===== config.mk =====
export PLATFORM = sky130hd
export DESIGN_NAME = sct_top
export DESIGN_NICKNAME = d
export VERILOG_FILES = /design/src/rtl/sct_pkg.sv /design/src/rtl/sct_timer.sv /design/src/rtl/sct_top.sv
export SDC_FILE = /design/constraint.sdc
export NUM_CORES = 1
export LEC_CHECK = 0
export BUFFER_PORTS_ARGS = -buffer_cell sky130_fd_sc_hd__buf_2
export CAP_MARGIN = 5
export CORE_MARGIN = 5
export CORE_UTILIZATION = 64
export CTS_BUF_LIST = sky130_fd_sc_hd__clkbuf_8
export DETAILED_ROUTE_END_ITERATION = 6
export MAX_ROUTING_LAYER = met4
export PLACE_DENSITY_LB_ADDON = 0.2
export SETUP_SLACK_MARGIN = 0.4
export SLEW_MARGIN = 0
export SYNTH_ARGS = -nofsm -noshare
export SYNTH_HDL_FRONTEND = slang
export SYNTH_SLANG_ARGS = --single-unit

===== constraint.sdc =====
create_clock -name sys_clk_in -period 5.1 [get_ports sys_clk_in]
set_clock_uncertainty 0.05 [all_clocks]
set_input_delay 0.51 -clock sys_clk_in [delete_from_list [all_inputs] [get_ports sys_clk_in]]
set_output_delay 0.51 -clock sys_clk_in [all_outputs]
set_load 0.005 [all_outputs]

===== src/rtl/sct_pkg.sv =====
// Constants, register map and field layout for the four-timer counter unit.
// Assumes an APB master with 32-bit data; each register uses the low byte of one word.
package sct_pkg;
    localparam int NUM_TIMERS = 4;
    localparam int CNT_W = 16;
    localparam int ADDR_W = 10;
    localparam int PRE_W = 14;
    // Register indices; the byte address on the bus is four times the index.
    localparam logic [7:0] IDX_IMG_BASE = 8'h90;
    localparam logic [7:0] IDX_IMG_LAST = 8'h97;
    localparam logic [7:0] IDX_CNT_BASE = 8'h98;
    localparam logic [7:0] IDX_CNT_LAST = 8'h9f;
    localparam logic [7:0] IDX_CMD_BASE = 8'ha0;
    localparam logic [7:0] IDX_CMD_LAST = 8'ha3;
    localparam logic [7:0] IDX_FREEZE = 8'ha4;
    localparam logic [7:0] IDX_DLCY = 8'ha6;
    localparam logic [7:0] IDX_GLOBAL = 8'ha8;
    localparam logic [7:0] IDX_STATUS = 8'ha9;
    localparam logic [7:0] IDX_INT_MASK = 8'hd3;
    localparam logic [7:0] IDX_INT_STAT = 8'hd4;
    // Command word fields.
    localparam int CMD_MODE = 0;
    localparam int CMD_INC = 1;
    localparam int CMD_SEL = 2;
    localparam int CMD_OUT = 3;
    localparam int CMD_POL = 4;
    localparam int CMD_SRC = 5;
    localparam int CMD_LS_BLOCK = 6;
    localparam int CMD_EXT_EN = 7;
    // Global control fields.
    localparam int GLB_SCALE = 0;
    localparam int GLB_START = 1;
    localparam int GLB_MODE = 2;
    localparam int GLB_WDOG = 3;
    localparam logic [7:0] GLB_USED_MASK = 8'h0f;
    // Reset values.
    localparam logic [7:0] CMD_RST = 8'h00;
    localparam logic [7:0] GLB_RST = 8'h00;
    localparam logic [7:0] DLCY_RST = 8'h00;
    localparam logic [15:0] IMG_RST = 16'h0000;
    localparam logic [3:0] FLAG_RST = 4'h0;
    // Count limits and clock division.
    localparam logic [15:0] CNT_MAX = 16'hffff;
    localparam logic [15:0] CNT_MIN = 16'h0000;
    localparam logic [15:0] CNT_ONE = 16'h0001;
    localparam logic [13:0] BASE_DIV = 14'h0004;
    localparam logic [13:0] SCALE_DIV = 14'h0008;
    localparam logic [13:0] PRE_ONE = 14'h0001;
endpackage


===== src/rtl/sct_timer.sv =====
// One sixteen-bit counter/timer with source selection, reload and terminal count.
// Assumes tick_in is a one-cycle prescaled pulse and host writes are one-cycle strobes.
`timescale 1ns/1ps
module sct_timer (
    input wire logic sys_clk_in,
    input wire logic rstn_in,
    input wire logic ce_in,
    input wire logic tick_in,
    input wire logic start_in,
    input wire logic [7:0] cmd_in,
    input wire logic [sct_pkg::CNT_W-1:0] image_in,
    input wire logic logic_event_in,
    input wire logic pin_in,
    input wire logic wr_lo_in,
    input wire logic wr_hi_in,
    input wire logic [7:0] wdata_in,
    output logic [sct_pkg::CNT_W-1:0] count_out,
    output logic tc_out,
    output logic timer_out
);
    import sct_pkg::*;

    logic [CNT_W-1:0] cnt_q, cnt_d;
    logic src_prev_q, tc_q, out_q;
    logic src, src_rise, enabled, pulse_mode, count_up, advance, expire, load_req, host_wr;

    // Source selection, edge detection and the enable gate.
    assign src = cmd_in[CMD_SRC] ? (pin_in ^ cmd_in[CMD_POL]) : logic_event_in;
    assign src_rise = src & ~src_prev_q;
    assign enabled = cmd_in[CMD_SEL] & start_in & (~cmd_in[CMD_EXT_EN] | src);
    assign pulse_mode = cmd_in[CMD_MODE];
    assign count_up = ~pulse_mode | cmd_in[CMD_INC];
    assign advance = enabled & (pulse_mode ? tick_in : src_rise);
    assign expire = advance & (cnt_q == (count_up ? CNT_MAX : CNT_MIN));
    assign load_req = pulse_mode & src_rise & ~cmd_in[CMD_LS_BLOCK];
    assign host_wr = wr_lo_in | wr_hi_in;

    // Next count: host writes win, then reload, then the normal step.
    always_comb begin
        cnt_d = cnt_q;
        if (wr_lo_in) begin
            cnt_d[7:0] = wdata_in;
        end else if (wr_hi_in) begin
            cnt_d[15:8] = wdata_in;
        end else if ((expire & pulse_mode) | load_req) begin
            cnt_d = image_in;
        end else if (advance) begin
            cnt_d = count_up ? cnt_q + CNT_ONE : cnt_q - CNT_ONE;
        end
    end

    // Count, edge history, terminal count pulse and output level.
    always_ff @(posedge sys_clk_in or negedge rstn_in) begin
        if (!rstn_in) begin
            cnt_q <= CNT_MIN;
            src_prev_q <= 1'b0;
            tc_q <= 1'b0;
            out_q <= 1'b0;
        end else if (ce_in) begin
            cnt_q <= cnt_d;
            src_prev_q <= src;
            tc_q <= expire;
            out_q <= pulse_mode & cmd_in[CMD_OUT] & ~expire;
        end
    end

    assign count_out = cnt_q;
    assign tc_out = tc_q;
    assign timer_out = out_q;

    a_event_up_only: assert property (@(posedge sys_clk_in) disable iff (!rstn_in)
        (ce_in && !cmd_in[CMD_MODE] && !host_wr) |=>
        (cnt_q == $past(cnt_q) || cnt_q == $past(cnt_q) + CNT_ONE))
        else $error("Event mode count moved other than up by one.");

    a_pulse_reload: assert property (@(posedge sys_clk_in) disable iff (!rstn_in)
        (ce_in && pulse_mode && expire && !host_wr) |=> cnt_q == $past(image_in))
        else $error("Expiry in pulse mode did not reload the image.");

    a_event_no_output: assert property (@(posedge sys_clk_in) disable iff (!rstn_in)
        (ce_in && !cmd_in[CMD_MODE]) |=> !timer_out)
        else $error("Timer output active in event count mode.");

    a_load_blocked: assert property (@(posedge sys_clk_in) disable iff (!rstn_in)
        (ce_in && pulse_mode && cmd_in[CMD_LS_BLOCK] && !tick_in && !host_wr)
        |=> cnt_q == $past(cnt_q))
        else $error("Count changed while loads were blocked and no tick came.");
endmodule // sct_timer


===== src/rtl/sct_top.sv =====
// Four-timer counter unit with APB register access and one interrupt output.
// Assumes an APB master on sys_clk_in; timer pins and logic lines are synchronous.
//
// Added by the designer: the register addresses and the APB interface to the registers.
`timescale 1ns/1ps
module sct_top (
    input wire logic sys_clk_in,
    input wire logic rstn_in,
    input wire logic ce_in,
    input wire logic psel_in,
    input wire logic penable_in,
    input wire logic pwrite_in,
    input wire logic [sct_pkg::ADDR_W-1:0] paddr_in,
    input wire logic [31:0] pwdata_in,
    output logic [31:0] prdata_out,
    output logic pready_out,
    output logic pslverr_out,
    input wire logic [sct_pkg::NUM_TIMERS-1:0] logic_event_to_counter_n_in,
    input wire logic [sct_pkg::NUM_TIMERS-1:0] timer_pin_in,
    output logic [sct_pkg::NUM_TIMERS-1:0] timer_output_out,
    output logic [sct_pkg::NUM_TIMERS-1:0] terminal_count_outputs_out,
    output logic interrupt_request_out
);
    import sct_pkg::*;

    // Range test used by every address group decode.
    function automatic logic in_range(input logic [7:0] idx, input logic [7:0] lo,
                                      input logic [7:0] hi);
        in_range = (idx >= lo) && (idx <= hi);
    endfunction

    logic [7:0] idx;
    logic aligned, setup, access, wr_fire, rd_fire, rd_cap;
    logic hit_img, hit_cnt, hit_cmd, hit_frz, hit_dly, hit_glb, hit_sts, hit_msk, hit_ist;
    logic hit_any;
    logic [1:0] sub_pair, sub_cmd;
    logic [7:0] wbyte;

    // Address decode; the word index is the register index.
    assign idx = paddr_in[9:2];
    assign aligned = (paddr_in[1:0] == 2'b00);
    assign hit_img = aligned & in_range(idx, IDX_IMG_BASE, IDX_IMG_LAST);
    assign hit_cnt = aligned & in_range(idx, IDX_CNT_BASE, IDX_CNT_LAST);
    assign hit_cmd = aligned & in_range(idx, IDX_CMD_BASE, IDX_CMD_LAST);
    assign hit_frz = aligned & in_range(idx, IDX_FREEZE, IDX_FREEZE);
    assign hit_dly = aligned & in_range(idx, IDX_DLCY, IDX_DLCY);
    assign hit_glb = aligned & in_range(idx, IDX_GLOBAL, IDX_GLOBAL);
    assign hit_sts = aligned & in_range(idx, IDX_STATUS, IDX_STATUS);
    assign hit_msk = aligned & in_range(idx, IDX_INT_MASK, IDX_INT_MASK);
    assign hit_ist = aligned & in_range(idx, IDX_INT_STAT, IDX_INT_STAT);
    assign hit_any = hit_img | hit_cnt | hit_cmd | hit_frz | hit_dly | hit_glb | hit_sts
                     | hit_msk | hit_ist;
    assign sub_pair = idx[2:1];
    assign sub_cmd = idx[1:0];
    assign wbyte = pwdata_in[7:0];

    // Bus phases. Read data is caught in setup so it comes from a flip-flop.
    assign setup = psel_in & ~penable_in;
    assign access = psel_in & penable_in;
    assign wr_fire = access & ce_in & pwrite_in & hit_any;
    assign rd_fire = access & ce_in & ~pwrite_in & hit_any;
    assign rd_cap = setup & ce_in & ~pwrite_in;
    assign pready_out = ce_in;
    assign pslverr_out = access & ~hit_any;

    // Shared control registers.
    logic [7:0] glb_q, dly_q;
    logic [3:0] frz_q, msk_q, ist_q, ist_d;
    logic [31:0] prdata_q;

    always_ff @(posedge sys_clk_in or negedge rstn_in) begin
        if (!rstn_in) begin
            glb_q <= GLB_RST;
            dly_q <= DLCY_RST;
            frz_q <= FLAG_RST;
            msk_q <= FLAG_RST;
        end else if (ce_in && wr_fire) begin
            if (hit_glb) glb_q <= wbyte & GLB_USED_MASK;
            if (hit_dly) dly_q <= wbyte;
            if (hit_frz) frz_q <= wbyte[3:0];
            if (hit_msk) msk_q <= wbyte[3:0];
        end
    end

    // Prescaler: base divide by four times delay plus one, times eight if scaled.
    logic [PRE_W-1:0] pre_q, div_base, div_all, pre_lim;
    logic tick, cfg_div4;
    assign div_base = PRE_W'((PRE_W'(dly_q) + PRE_ONE) * BASE_DIV);
    assign div_all = glb_q[GLB_SCALE] ? PRE_W'(div_base * SCALE_DIV) : div_base;
    assign pre_lim = div_all - PRE_ONE;
    assign tick = (pre_q >= pre_lim);
    assign cfg_div4 = (dly_q == DLCY_RST) && !glb_q[GLB_SCALE];

    always_ff @(posedge sys_clk_in or negedge rstn_in) begin
        if (!rstn_in) begin
            pre_q <= '0;
        end else if (ce_in) begin
            pre_q <= tick ? '0 : pre_q + PRE_ONE;
        end
    end

    // Per-timer registers, freeze handshake and the timer itself.
    logic [CNT_W-1:0] img_q [NUM_TIMERS];
    logic [CNT_W-1:0] cnt_w [NUM_TIMERS];
    logic [CNT_W-1:0] shadow_q [NUM_TIMERS];
    logic [CNT_W-1:0] view_w [NUM_TIMERS];
    logic [7:0] cmd_q [NUM_TIMERS];
    logic [NUM_TIMERS-1:0] ack_q, tc_w;

    genvar n;
    generate
        for (n = 0; n < NUM_TIMERS; n++) begin : g_timer
            logic sel_pair, sel_cmd;
            assign sel_pair = (sub_pair == 2'(n));
            assign sel_cmd = (sub_cmd == 2'(n));
            // A frozen, acknowledged timer reads from its held copy.
            assign view_w[n] = ack_q[n] ? shadow_q[n] : cnt_w[n];

            // Image, command, acknowledge and held copy of the count.
            always_ff @(posedge sys_clk_in or negedge rstn_in) begin
                if (!rstn_in) begin
                    img_q[n] <= IMG_RST;
                    cmd_q[n] <= CMD_RST;
                    ack_q[n] <= 1'b0;
                    shadow_q[n] <= CNT_MIN;
                end else if (ce_in) begin
                    if (wr_fire && hit_img && sel_pair && !idx[0]) img_q[n][7:0] <= wbyte;
                    if (wr_fire && hit_img && sel_pair && idx[0]) img_q[n][15:8] <= wbyte;
                    if (wr_fire && hit_cmd && sel_cmd) cmd_q[n] <= wbyte;
                    ack_q[n] <= frz_q[n];
                    if (!ack_q[n]) shadow_q[n] <= cnt_w[n];
                end
            end

            sct_timer u_timer (
                .sys_clk_in(sys_clk_in),
                .rstn_in(rstn_in),
                .ce_in(ce_in),
                .tick_in(tick),
                .start_in(glb_q[GLB_START]),
                .cmd_in(cmd_q[n]),
                .image_in(img_q[n]),
                .logic_event_in(logic_event_to_counter_n_in[n]),
                .pin_in(timer_pin_in[n]),
                .wr_lo_in(wr_fire & hit_cnt & sel_pair & ~idx[0]),
                .wr_hi_in(wr_fire & hit_cnt & sel_pair & idx[0]),
                .wdata_in(wbyte),
                .count_out(cnt_w[n]),
                .tc_out(tc_w[n]),
                .timer_out(timer_output_out[n])
            );
        end
    endgenerate

    // Read selection of the addressed byte.
    logic [CNT_W-1:0] img_sel, cnt_sel;
    logic [7:0] rbyte;
    assign img_sel = img_q[sub_pair];
    assign cnt_sel = view_w[sub_pair];
    assign rbyte = hit_img ? (idx[0] ? img_sel[15:8] : img_sel[7:0]) :
                   hit_cnt ? (idx[0] ? cnt_sel[15:8] : cnt_sel[7:0]) :
                   hit_cmd ? cmd_q[sub_cmd] :
                   hit_frz ? {4'h0, frz_q} :
                   hit_dly ? dly_q :
                   hit_glb ? glb_q :
                   hit_sts ? {4'h0, ack_q} :
                   hit_msk ? {4'h0, msk_q} :
                   hit_ist ? {4'h0, ist_q} : 8'h00;

    always_ff @(posedge sys_clk_in or negedge rstn_in) begin
        if (!rstn_in) begin
            prdata_q <= 32'h0000_0000;
        end else if (rd_cap) begin
            prdata_q <= {24'h00_0000, rbyte};
        end
    end
    assign prdata_out = prdata_q;

    // Sticky interrupt status; a read clears only the bits it returned, sets win.
    assign ist_d = (ist_q & ~((rd_fire && hit_ist) ? prdata_q[3:0] : 4'h0)) | tc_w;

    always_ff @(posedge sys_clk_in or negedge rstn_in) begin
        if (!rstn_in) begin
            ist_q <= FLAG_RST;
        end else if (ce_in) begin
            ist_q <= ist_d;
        end
    end

    assign terminal_count_outputs_out = tc_w;
    assign interrupt_request_out = |(ist_q & msk_q);

    a_freeze_ack: assert property (@(posedge sys_clk_in) disable iff (!rstn_in)
        (ce_in && frz_q[0] && frz_q[1]) |=> (ack_q[1:0] == 2'b11))
        else $error("Freeze acknowledge flags not set after freeze.");

    a_frozen_stable: assert property (@(posedge sys_clk_in) disable iff (!rstn_in)
        (ack_q[0] && $past(ack_q[0])) |-> (view_w[0] == $past(view_w[0])))
        else $error("Frozen count of timer 0 changed.");

    a_reserved_zero: assert property (@(posedge sys_clk_in) disable iff (!rstn_in)
        ##1 (glb_q[7:4] == 4'h0))
        else $error("Reserved global bits hold a value.");

    a_div_by_four: assert property (@(posedge sys_clk_in) disable iff (!rstn_in)
        (tick && ce_in && cfg_div4) ##1 (ce_in && cfg_div4 && !tick)[*3]
        ##1 (cfg_div4) |-> tick)
        else $error("Prescaler does not divide by four at default settings.");

    a_irq_raise: assert property (@(posedge sys_clk_in) disable iff (!rstn_in)
        (ce_in && |(tc_w & msk_q) && !(wr_fire && hit_msk)) |=> interrupt_request_out)
        else $error("Unmasked terminal count did not raise the interrupt.");

    a_unmapped_err: assert property (@(posedge sys_clk_in) disable iff (!rstn_in)
        (access && !hit_any) |-> pslverr_out ##1 (glb_q == $past(glb_q) && frz_q == $past(frz_q)))
        else $error("Unmapped access not answered with an error.");
endmodule // sct_top


==> After elaboration in Yosys (flattened, before gate mapping) <==
Cells that the tools add are included.
{ "word_totals": {"output_inout_bits": 43, "elab_cells": 352, "inputBits": 56, "reg_bits": 286} }
{ "op_classes": {"bitwise_logic": 130, "n_lt_le_gt_ge": 21, "n_reduce_logical": 66, "n_addsub": 11, "eq_ne": 14, "mux": 63} }
{ "ops": {"columns": ["cell", "n"], "rows": [
  ["two-way mux 16 bit", 24],
  ["two-way mux 8 bit", 21],
  ["AND 1 bit", 72],
  [">= comparator 8 bit, second input constant", 9],
  ["<= comparator 8 bit, second input constant", 9],
  ["adder 16 x 1 -> 16 bit, second input constant", 4],
  ["binary-select mux 16 bit (select 2 bit)", 2],
  ["== test 16 bit", 4],
  ["subtractor 16 x 1 -> 16 bit, second input constant", 4],
  ["AND reduction 2 bit", 16],
  ["logical AND 1 bit", 29],
  ["two-way mux 14 bit", 2],
  ["NOT 1 bit", 28],
  ["AND reduction 3 bit", 8],
  ["nonzero test 3 bit", 8],
  ["two-way mux 4 bit", 5],
  ["bitwise OR 1 bit", 20],
  ["binary-select mux 8 bit (select 2 bit)", 1],
  ["adder 14 x 1 -> 14 bit, second input constant", 1],
  [">= comparator 14 bit", 1],
  ["subtractor 14 x 1 -> 14 bit, second input constant", 1],
  ["adder 8 x 1 -> 9 bit, second input constant", 1],
  ["AND 4 bit", 2],
  ["== test 2 bit, second input constant", 4],
  ["11 further kinds", 29]
]} }

==> Depth between registers and ports, before layout <==
{ "logic_depth": {"ltp_word": 17, "ltp_mapped": 21, "ltp_nobuf": 18} }

==> By module <==
Synthesis repeated with hierarchy kept, for this count alone.
{ "hier_totals": {"cells_unflattened": 1742, "area_unflattened_um2": 18604.1} }
{ "modules_own_cells": {"columns": ["module", "cells_per_inst", "seq_area_each_um2", "n_inst", "area_each_um2"], "rows": [
  ["sct_top", 946, 5255.0, 1, 11742.5],
  ["sct_timer", 199, 475.5, 4, 1715.4]
]} }

==> Least setup slack after synthesis <==
No wires, ideal clock.
{ "synth_path": {"path_kind": "register to register", "start": "register glb_q[0]", "end": "register g_timer[0].u_timer.cnt_q[9]", "stages_incl_launch_ff": 22, "arrival_time_ns": 4.505, "slack_ns": 0.427, "period_less_slack_ns": 4.673, "required_ns": 4.932, "setup_time_ns": 0.118, "path_cell_list": "dfrtp_1 clkbuf_1 clkbuf_1 clkbuf_1 nand2b_1 ha_1 nor2b_1 nand2_1 a21oi_1 and4_1 nand2b_1 a32oi_1 ha_1 and4_2 nor4b_4 a22oi_4 a2111oi_4 o41ai_4 nand2b_4 buf_6 a211oi_2 a21o_1"} }
{ "synth_between": {"elab_chain_len": 10, "elab_cells_between_ends": 12} }
{ "synth_rtl": {"columns": ["item", "line", "rtl"], "rows": [
  ["start: declaration", "sct_top.sv:67", "logic [7:0] glb_q, dly_q;"],
  ["start signal: assignment", "sct_top.sv:78", "if (hit_glb) glb_q <= wbyte & GLB_USED_MASK;"],
  ["two-way mux 14 bit (*)", "sct_top.sv:89", "assign div_all = glb_q[GLB_SCALE] ? PRE_W'(div_base * SCALE_DIV) : div_base;"],
  ["subtractor 14 x 1 -> 14 bit (*)", "sct_top.sv:90", "assign pre_lim = div_all - PRE_ONE;"],
  [">= comparator 14 bit (*)", "sct_top.sv:91", "assign tick = (pre_q >= pre_lim);"],
  ["two-way mux 1 bit (*)", "sct_timer.sv:33", "assign advance = enabled & (pulse_mode ? tick_in : src_rise);"],
  ["AND 1 bit (*)", "sct_timer.sv:33", null],
  ["AND 1 bit", "sct_timer.sv:34", "assign expire = advance & (cnt_q == (count_up ? CNT_MAX : CNT_MIN));"],
  ["AND 1 bit", "sct_timer.sv:45", "end else if ((expire & pulse_mode) | load_req) begin"],
  ["bitwise OR 1 bit", "sct_timer.sv:45", null],
  ["nonzero test 3 bit (no source line) / two-way mux 16 bit (equally long branches)", null, null],
  ["AND reduction 3 bit (no source line) / two-way mux 8 bit (equally long branches)", null, null],
  ["end signal: assignment", "sct_timer.sv:60", "cnt_q <= cnt_d;"],
  ["end: declaration", "sct_timer.sv:23", "logic [CNT_W-1:0] cnt_q, cnt_d;"]
]} }
Every way passes the cells marked *; elsewhere a longest branch is shown, timed or not.
A chain may end at the register's enable or synchronous reset.

==> Worst setup path after layout <==
{ "layout_path": {"start": "register dly_q[3]", "end": "register g_timer[0].u_timer.cnt_q[7]"} }
{ "layout_between": {"elab_chain_len": 12, "elab_cells_between_ends": 14} }
{ "layout_rtl": {"columns": ["item", "line", "rtl"], "rows": [
  ["start: declaration", "sct_top.sv:67", null],
  ["start signal: assignment", "sct_top.sv:79", "if (hit_dly) dly_q <= wbyte;"],
  ["adder 8 x 1 -> 9 bit (*)", "sct_top.sv:88", "assign div_base = PRE_W'((PRE_W'(dly_q) + PRE_ONE) * BASE_DIV);"],
  ["two-way mux 14 bit (*)", "sct_top.sv:89", null],
  ["subtractor 14 x 1 -> 14 bit (*)", "sct_top.sv:90", null],
  [">= comparator 14 bit (*)", "sct_top.sv:91", null],
  ["two-way mux 1 bit (*)", "sct_timer.sv:33", null],
  ["AND 1 bit (*)", "sct_timer.sv:33", null],
  ["AND 1 bit", "sct_timer.sv:34", null],
  ["AND 1 bit", "sct_timer.sv:45", null],
  ["bitwise OR 1 bit", "sct_timer.sv:45", null],
  ["two-way mux 16 bit", "sct_timer.sv:45", null],
  ["two-way mux 8 bit", "sct_timer.sv:43", "end else if (wr_hi_in) begin"],
  ["two-way mux 8 bit", "sct_timer.sv:41", "if (wr_lo_in) begin"]
]} }
Every way passes the cells marked *; elsewhere a longest branch is shown, timed or not. The select of a mux whose other input is x is not followed.

==> results.json <==
{
  "timing.hold.ws_ps": -57.51,
  "ys.flop_type": "dfrtp_1",
  "regArea_mm2": 0.007167,
  "ant_nets": 0,
  "wl_per_cell_um": 25.27,
  "ys_ff_latch": 286,
  "area_growth_pct": 12.08,
  "die_w_um": 182.0,
  "clock-root-buffer": "clkbuf_8",
  "initial_core_util": 0.6441,
  "grt_pass1_wl_mm": 90.89,
  "grt_antenna_before_repair": 1,
  "cts_max_level": 2,
  "clk_path_buf_depth": 3,
  "cts_hold_buf": 0,
  "yosysWarningCount": 0,
  "seqPwrFrac": 0.377,
  "clk_pin_slew_ps": 60,
  "final_common_cell": "dfrtp_1",
  "grt_use_total": 0.3602,
  "drcViolationCount": 0,
  "grt_max_degree": 127,
  "multiInputGateArea_mm2": 0.01132,
  "fin_crit_ps": 4820,
  "via_count": 16210,
  "grt.overflow.total": 0,
  "setup_viol": 0,
  "drt_wl_total_mm": 60.17,
  "arrival_ps": 5230,
  "synth-edff-count": 0,
  "cts_buffers": 49,
  "critPathKind": "reg2reg",
  "dpl.hpwl_mm": 41.00,
  "portBuffers": 50,
  "start_kind": "flip-flop",
  "drive_above_1_share": 0.2539,
  "dieHeight_um": 182.0,
  "io_pins": 99,
  "p_sw_uw": 2581,
  "setup.worst_path.end_class": "flip-flop",
  "clockPowerShare": 0.286,
  "async_flop_share": 1.000,
  "final_nets": 2085,
  "hold_path_class": "in2async",
  "rows": 63,
  "swShare": 0.3488,
  "cap_viol_max_count": 0,
  "routabilityCongestion": 1.035,
  "ir_drop_mv": 0.3409,
  "fp.coreArea_mm2": 0.02940,
  "maxSlewViolCount": 0,
  "totalNegativeSetupSlack_ps": 0,
  "status": "complete, but fails checks",
  "fillCellCount": 2151,
  "syn_area_mm2": 0.01894,
  "cts_tree": "done",
  "rsz0062_at_grt": "true",
  "comb_power_share": 0.336,
  "clock.fmax_ghz": 0.2075,
  "syn_inst": 1882,
  "clock_latency_ps": 580,
  "final_cell_mix": "278 x dfrtp_1, 169 x mux2_2, 159 x nor2_1",
  "max_slew_margin": 0.1866,
  "avgSynthCellArea_um2": 10.06,
  "yosysSeqAreaShare": 0.3779,
  "p_int_uw": 4818,
  "dr.pass1.iters": 6,
  "post_drt_via_cell_ratio": 6.808,
  "period_share": 0.9451,
  "violations": "hold timing",
  "power.density_mw_per_mm2": 348.6,
  "grt_pass1_vias": 15480,
  "critPathMaxFanout": 7,
  "drtIter0Drc": 1926,
  "total_leakage_power_uw": 0.009768,
  "clock-sinks": 286,
  "die_area_mm2": 0.03313,
  "tightest_slew_ps": 1220,
  "finalHoldViolations": 9,
  "synthDistinctLibCells": 102,
  "critical_path_required_ps": 5510
}
-- cells in the mapped netlist, types with 12 or more instances --
| cell type | n | area [µm²] |
|---|---|---|
| o211ai_1 | 17 | 127.6 |
| a21oi_1 | 89 | 445.4 |
| a211oi_1 | 41 | 307.8 |
| o21a_1 | 14 | 105.1 |
| nor3_1 | 33 | 165.2 |
| mux2_2 | 180 | 2027 |
| dfrtp_1 | 286 | 7157 |
| or3_1 | 12 | 75.07 |
| nor2_1 | 159 | 596.8 |
| nand2_1 | 134 | 503.0 |
| and2_1 | 12 | 75.07 |
| xnor2_1 | 51 | 446.7 |
| mux4_2 | 25 | 563.0 |
| o21ai_0 | 92 | 460.4 |
| buf_1 | 15 | 56.30 |
| a221oi_1 | 12 | 105.1 |
| ha_1 | 71 | 888.4 |
| nand2b_1 | 15 | 93.84 |
| nor2b_1 | 26 | 162.7 |
| clkbuf_1 | 54 | 202.7 |
| mux2_1 | 12 | 135.1 |
| nand3_1 | 37 | 185.2 |
| buf_2 | 19 | 95.09 |
| mux2i_1 | 96 | 960.9 |
| o22ai_1 | 29 | 181.4 |
| a21o_1 | 18 | 135.1 |
| nand4_1 | 19 | 118.9 |
| inv_1 | 47 | 176.4 |
| xor2_1 | 21 | 183.9 |
| buf_4 | 35 | 262.8 |
-- sequential cells by signal, indices dropped and copies added, names as in the netlist --
signal,cells
ack_q,4
cmd_q,32
dly_q,8
frz_q,4
g_timer.u_timer.count_out,64
g_timer.u_timer.src_prev_q,4
g_timer.u_timer.tc_out,4
g_timer.u_timer.timer_out,4
glb_q,4
img_q,64
ist_q,4
msk_q,4
prdata_out,8
pre_q,14
shadow_q,64
-- worst paths after layout --
kind                                                      from                                          end  slack, ps  cells after the start
worst max register to register            dly_q[3]$_DFFE_PN0P_  g_timer[0].u_timer.count_out[7]$_DFFE_PN0P_        280                     20
worst min register to register        shadow_q[15]$_DFFE_PN0P_                     shadow_q[15]$_DFFE_PN0P_        430                      2
max in group asynchronous                              rstn_in                     shadow_q[35]$_DFFE_PN0P_       3830                      2
worst min-delay path                                   rstn_in                         pre_q[9]$_DFFE_PN0P_        -60                      1
worst max-delay path                      dly_q[3]$_DFFE_PN0P_  g_timer[0].u_timer.count_out[7]$_DFFE_PN0P_        280                     20
min in group sys_clk_in         logic_event_to_counter_n_in[2]    g_timer[2].u_timer.src_prev_q$_DFFE_PN0P_        320                      4
-- routing by layer --
| metal | global-route usage | share of wire | vias up | wire length [µm] |
|---|---|---|---|---|
| li1 | - | - | 7061 | - |
| met1 | 0.4773 | 0.39 | 7985 | 23450 |
| met2 | 0.5400 | 0.46 | 930 | 27410 |
| met3 | 0.07252 | 0.10 | 235 | 6177 |
| met4 | 0.1609 | 0.052 | 0 | 3135 |
| met5 | - | 0 | - | 0 |
-- through the flow --
stage	setup WS [ps]	std cells	instance area (µm²)	utilization	power [µW]
4_1_cts	395.2	2359	20760	0.7061	7258
6_report	280.2	2381	21230	0.7219	7400
5_1_grt	179.5	2380	21220	0.7218	7784
3_5_place_dp	49.50	2244	19340	0.6577	5055
2_1_floorplan	427.3	1905	19020	-	4464
3_3_place_gp	209.0	2244	19340	0.6577	4968
-- power by group through the flow --
| stage | clock network, µW | logic, µW | registers (µW) |
|---|---|---|---|
| after global placement | 0 | 2170 | 2800 |
| after global routing | 2230 | 2720 | 2830 |
| after floorplan | 0 | 1730 | 2730 |
| final | 2120 | 2490 | 2790 |
| after detailed placement | 0 | 2240 | 2820 |
| after CTS | 2130 | 2350 | 2780 |
-- worst max-delay path: stages, from the launching register on --
cell	delay, ps
dfrtp_2	420
nand2_1	100
nor3_1	640
or2_4	260
nand2_1	50
and4bb_2	240
nand2b_1	90
mux2i_1	180
a32oi_1	120
ha_1	360
and4_4	230
nor4b_4	240
a22oi_4	200
buf_12	190
a2111oi_4	270
buf_4	210
o41ai_4	70
buf_6	170
nor2_4	150
buf_12	150
mux2_4	290
-- layout make-up --
class,count,area share
Sequential cell,286,0.3377
Clock buffer,59,0.03826
Inverter,49,0.008665
Clock inverter,27,0.008076
Timing Repair Buffer,128,0.05081
Antenna cell,2,0.0002358
Tap cell,390,0.02299
Multi-Input combinational cell,1440,0.5333
-- cell families after synthesis --
kind of cell / Yosys count / share of synthesized area
buffers and inverters: 179 / 0.04631
AO/OA/AOI/OAI: 434 / 0.1575
flip-flops: 286 / 0.3779
XOR/XNOR: 72 / 0.03330
AND/OR/NAND/NOR: 521 / 0.1382
multiplexers: 314 / 0.1954
adder cells (fa/ha/maj): 75 / 0.05114
other: 1 / 0.0001980
-- timing repair --
item                       in CTS  in global routing
gates resized for setup        27                 66
hold endpoints to repair        0                  0
pin swaps                      12                 37
cloned                          3                  1
setup buffers                  26                 19
setup endpoints to repair      63                 64
Note: power is estimated with default switching activity, not from simulation.
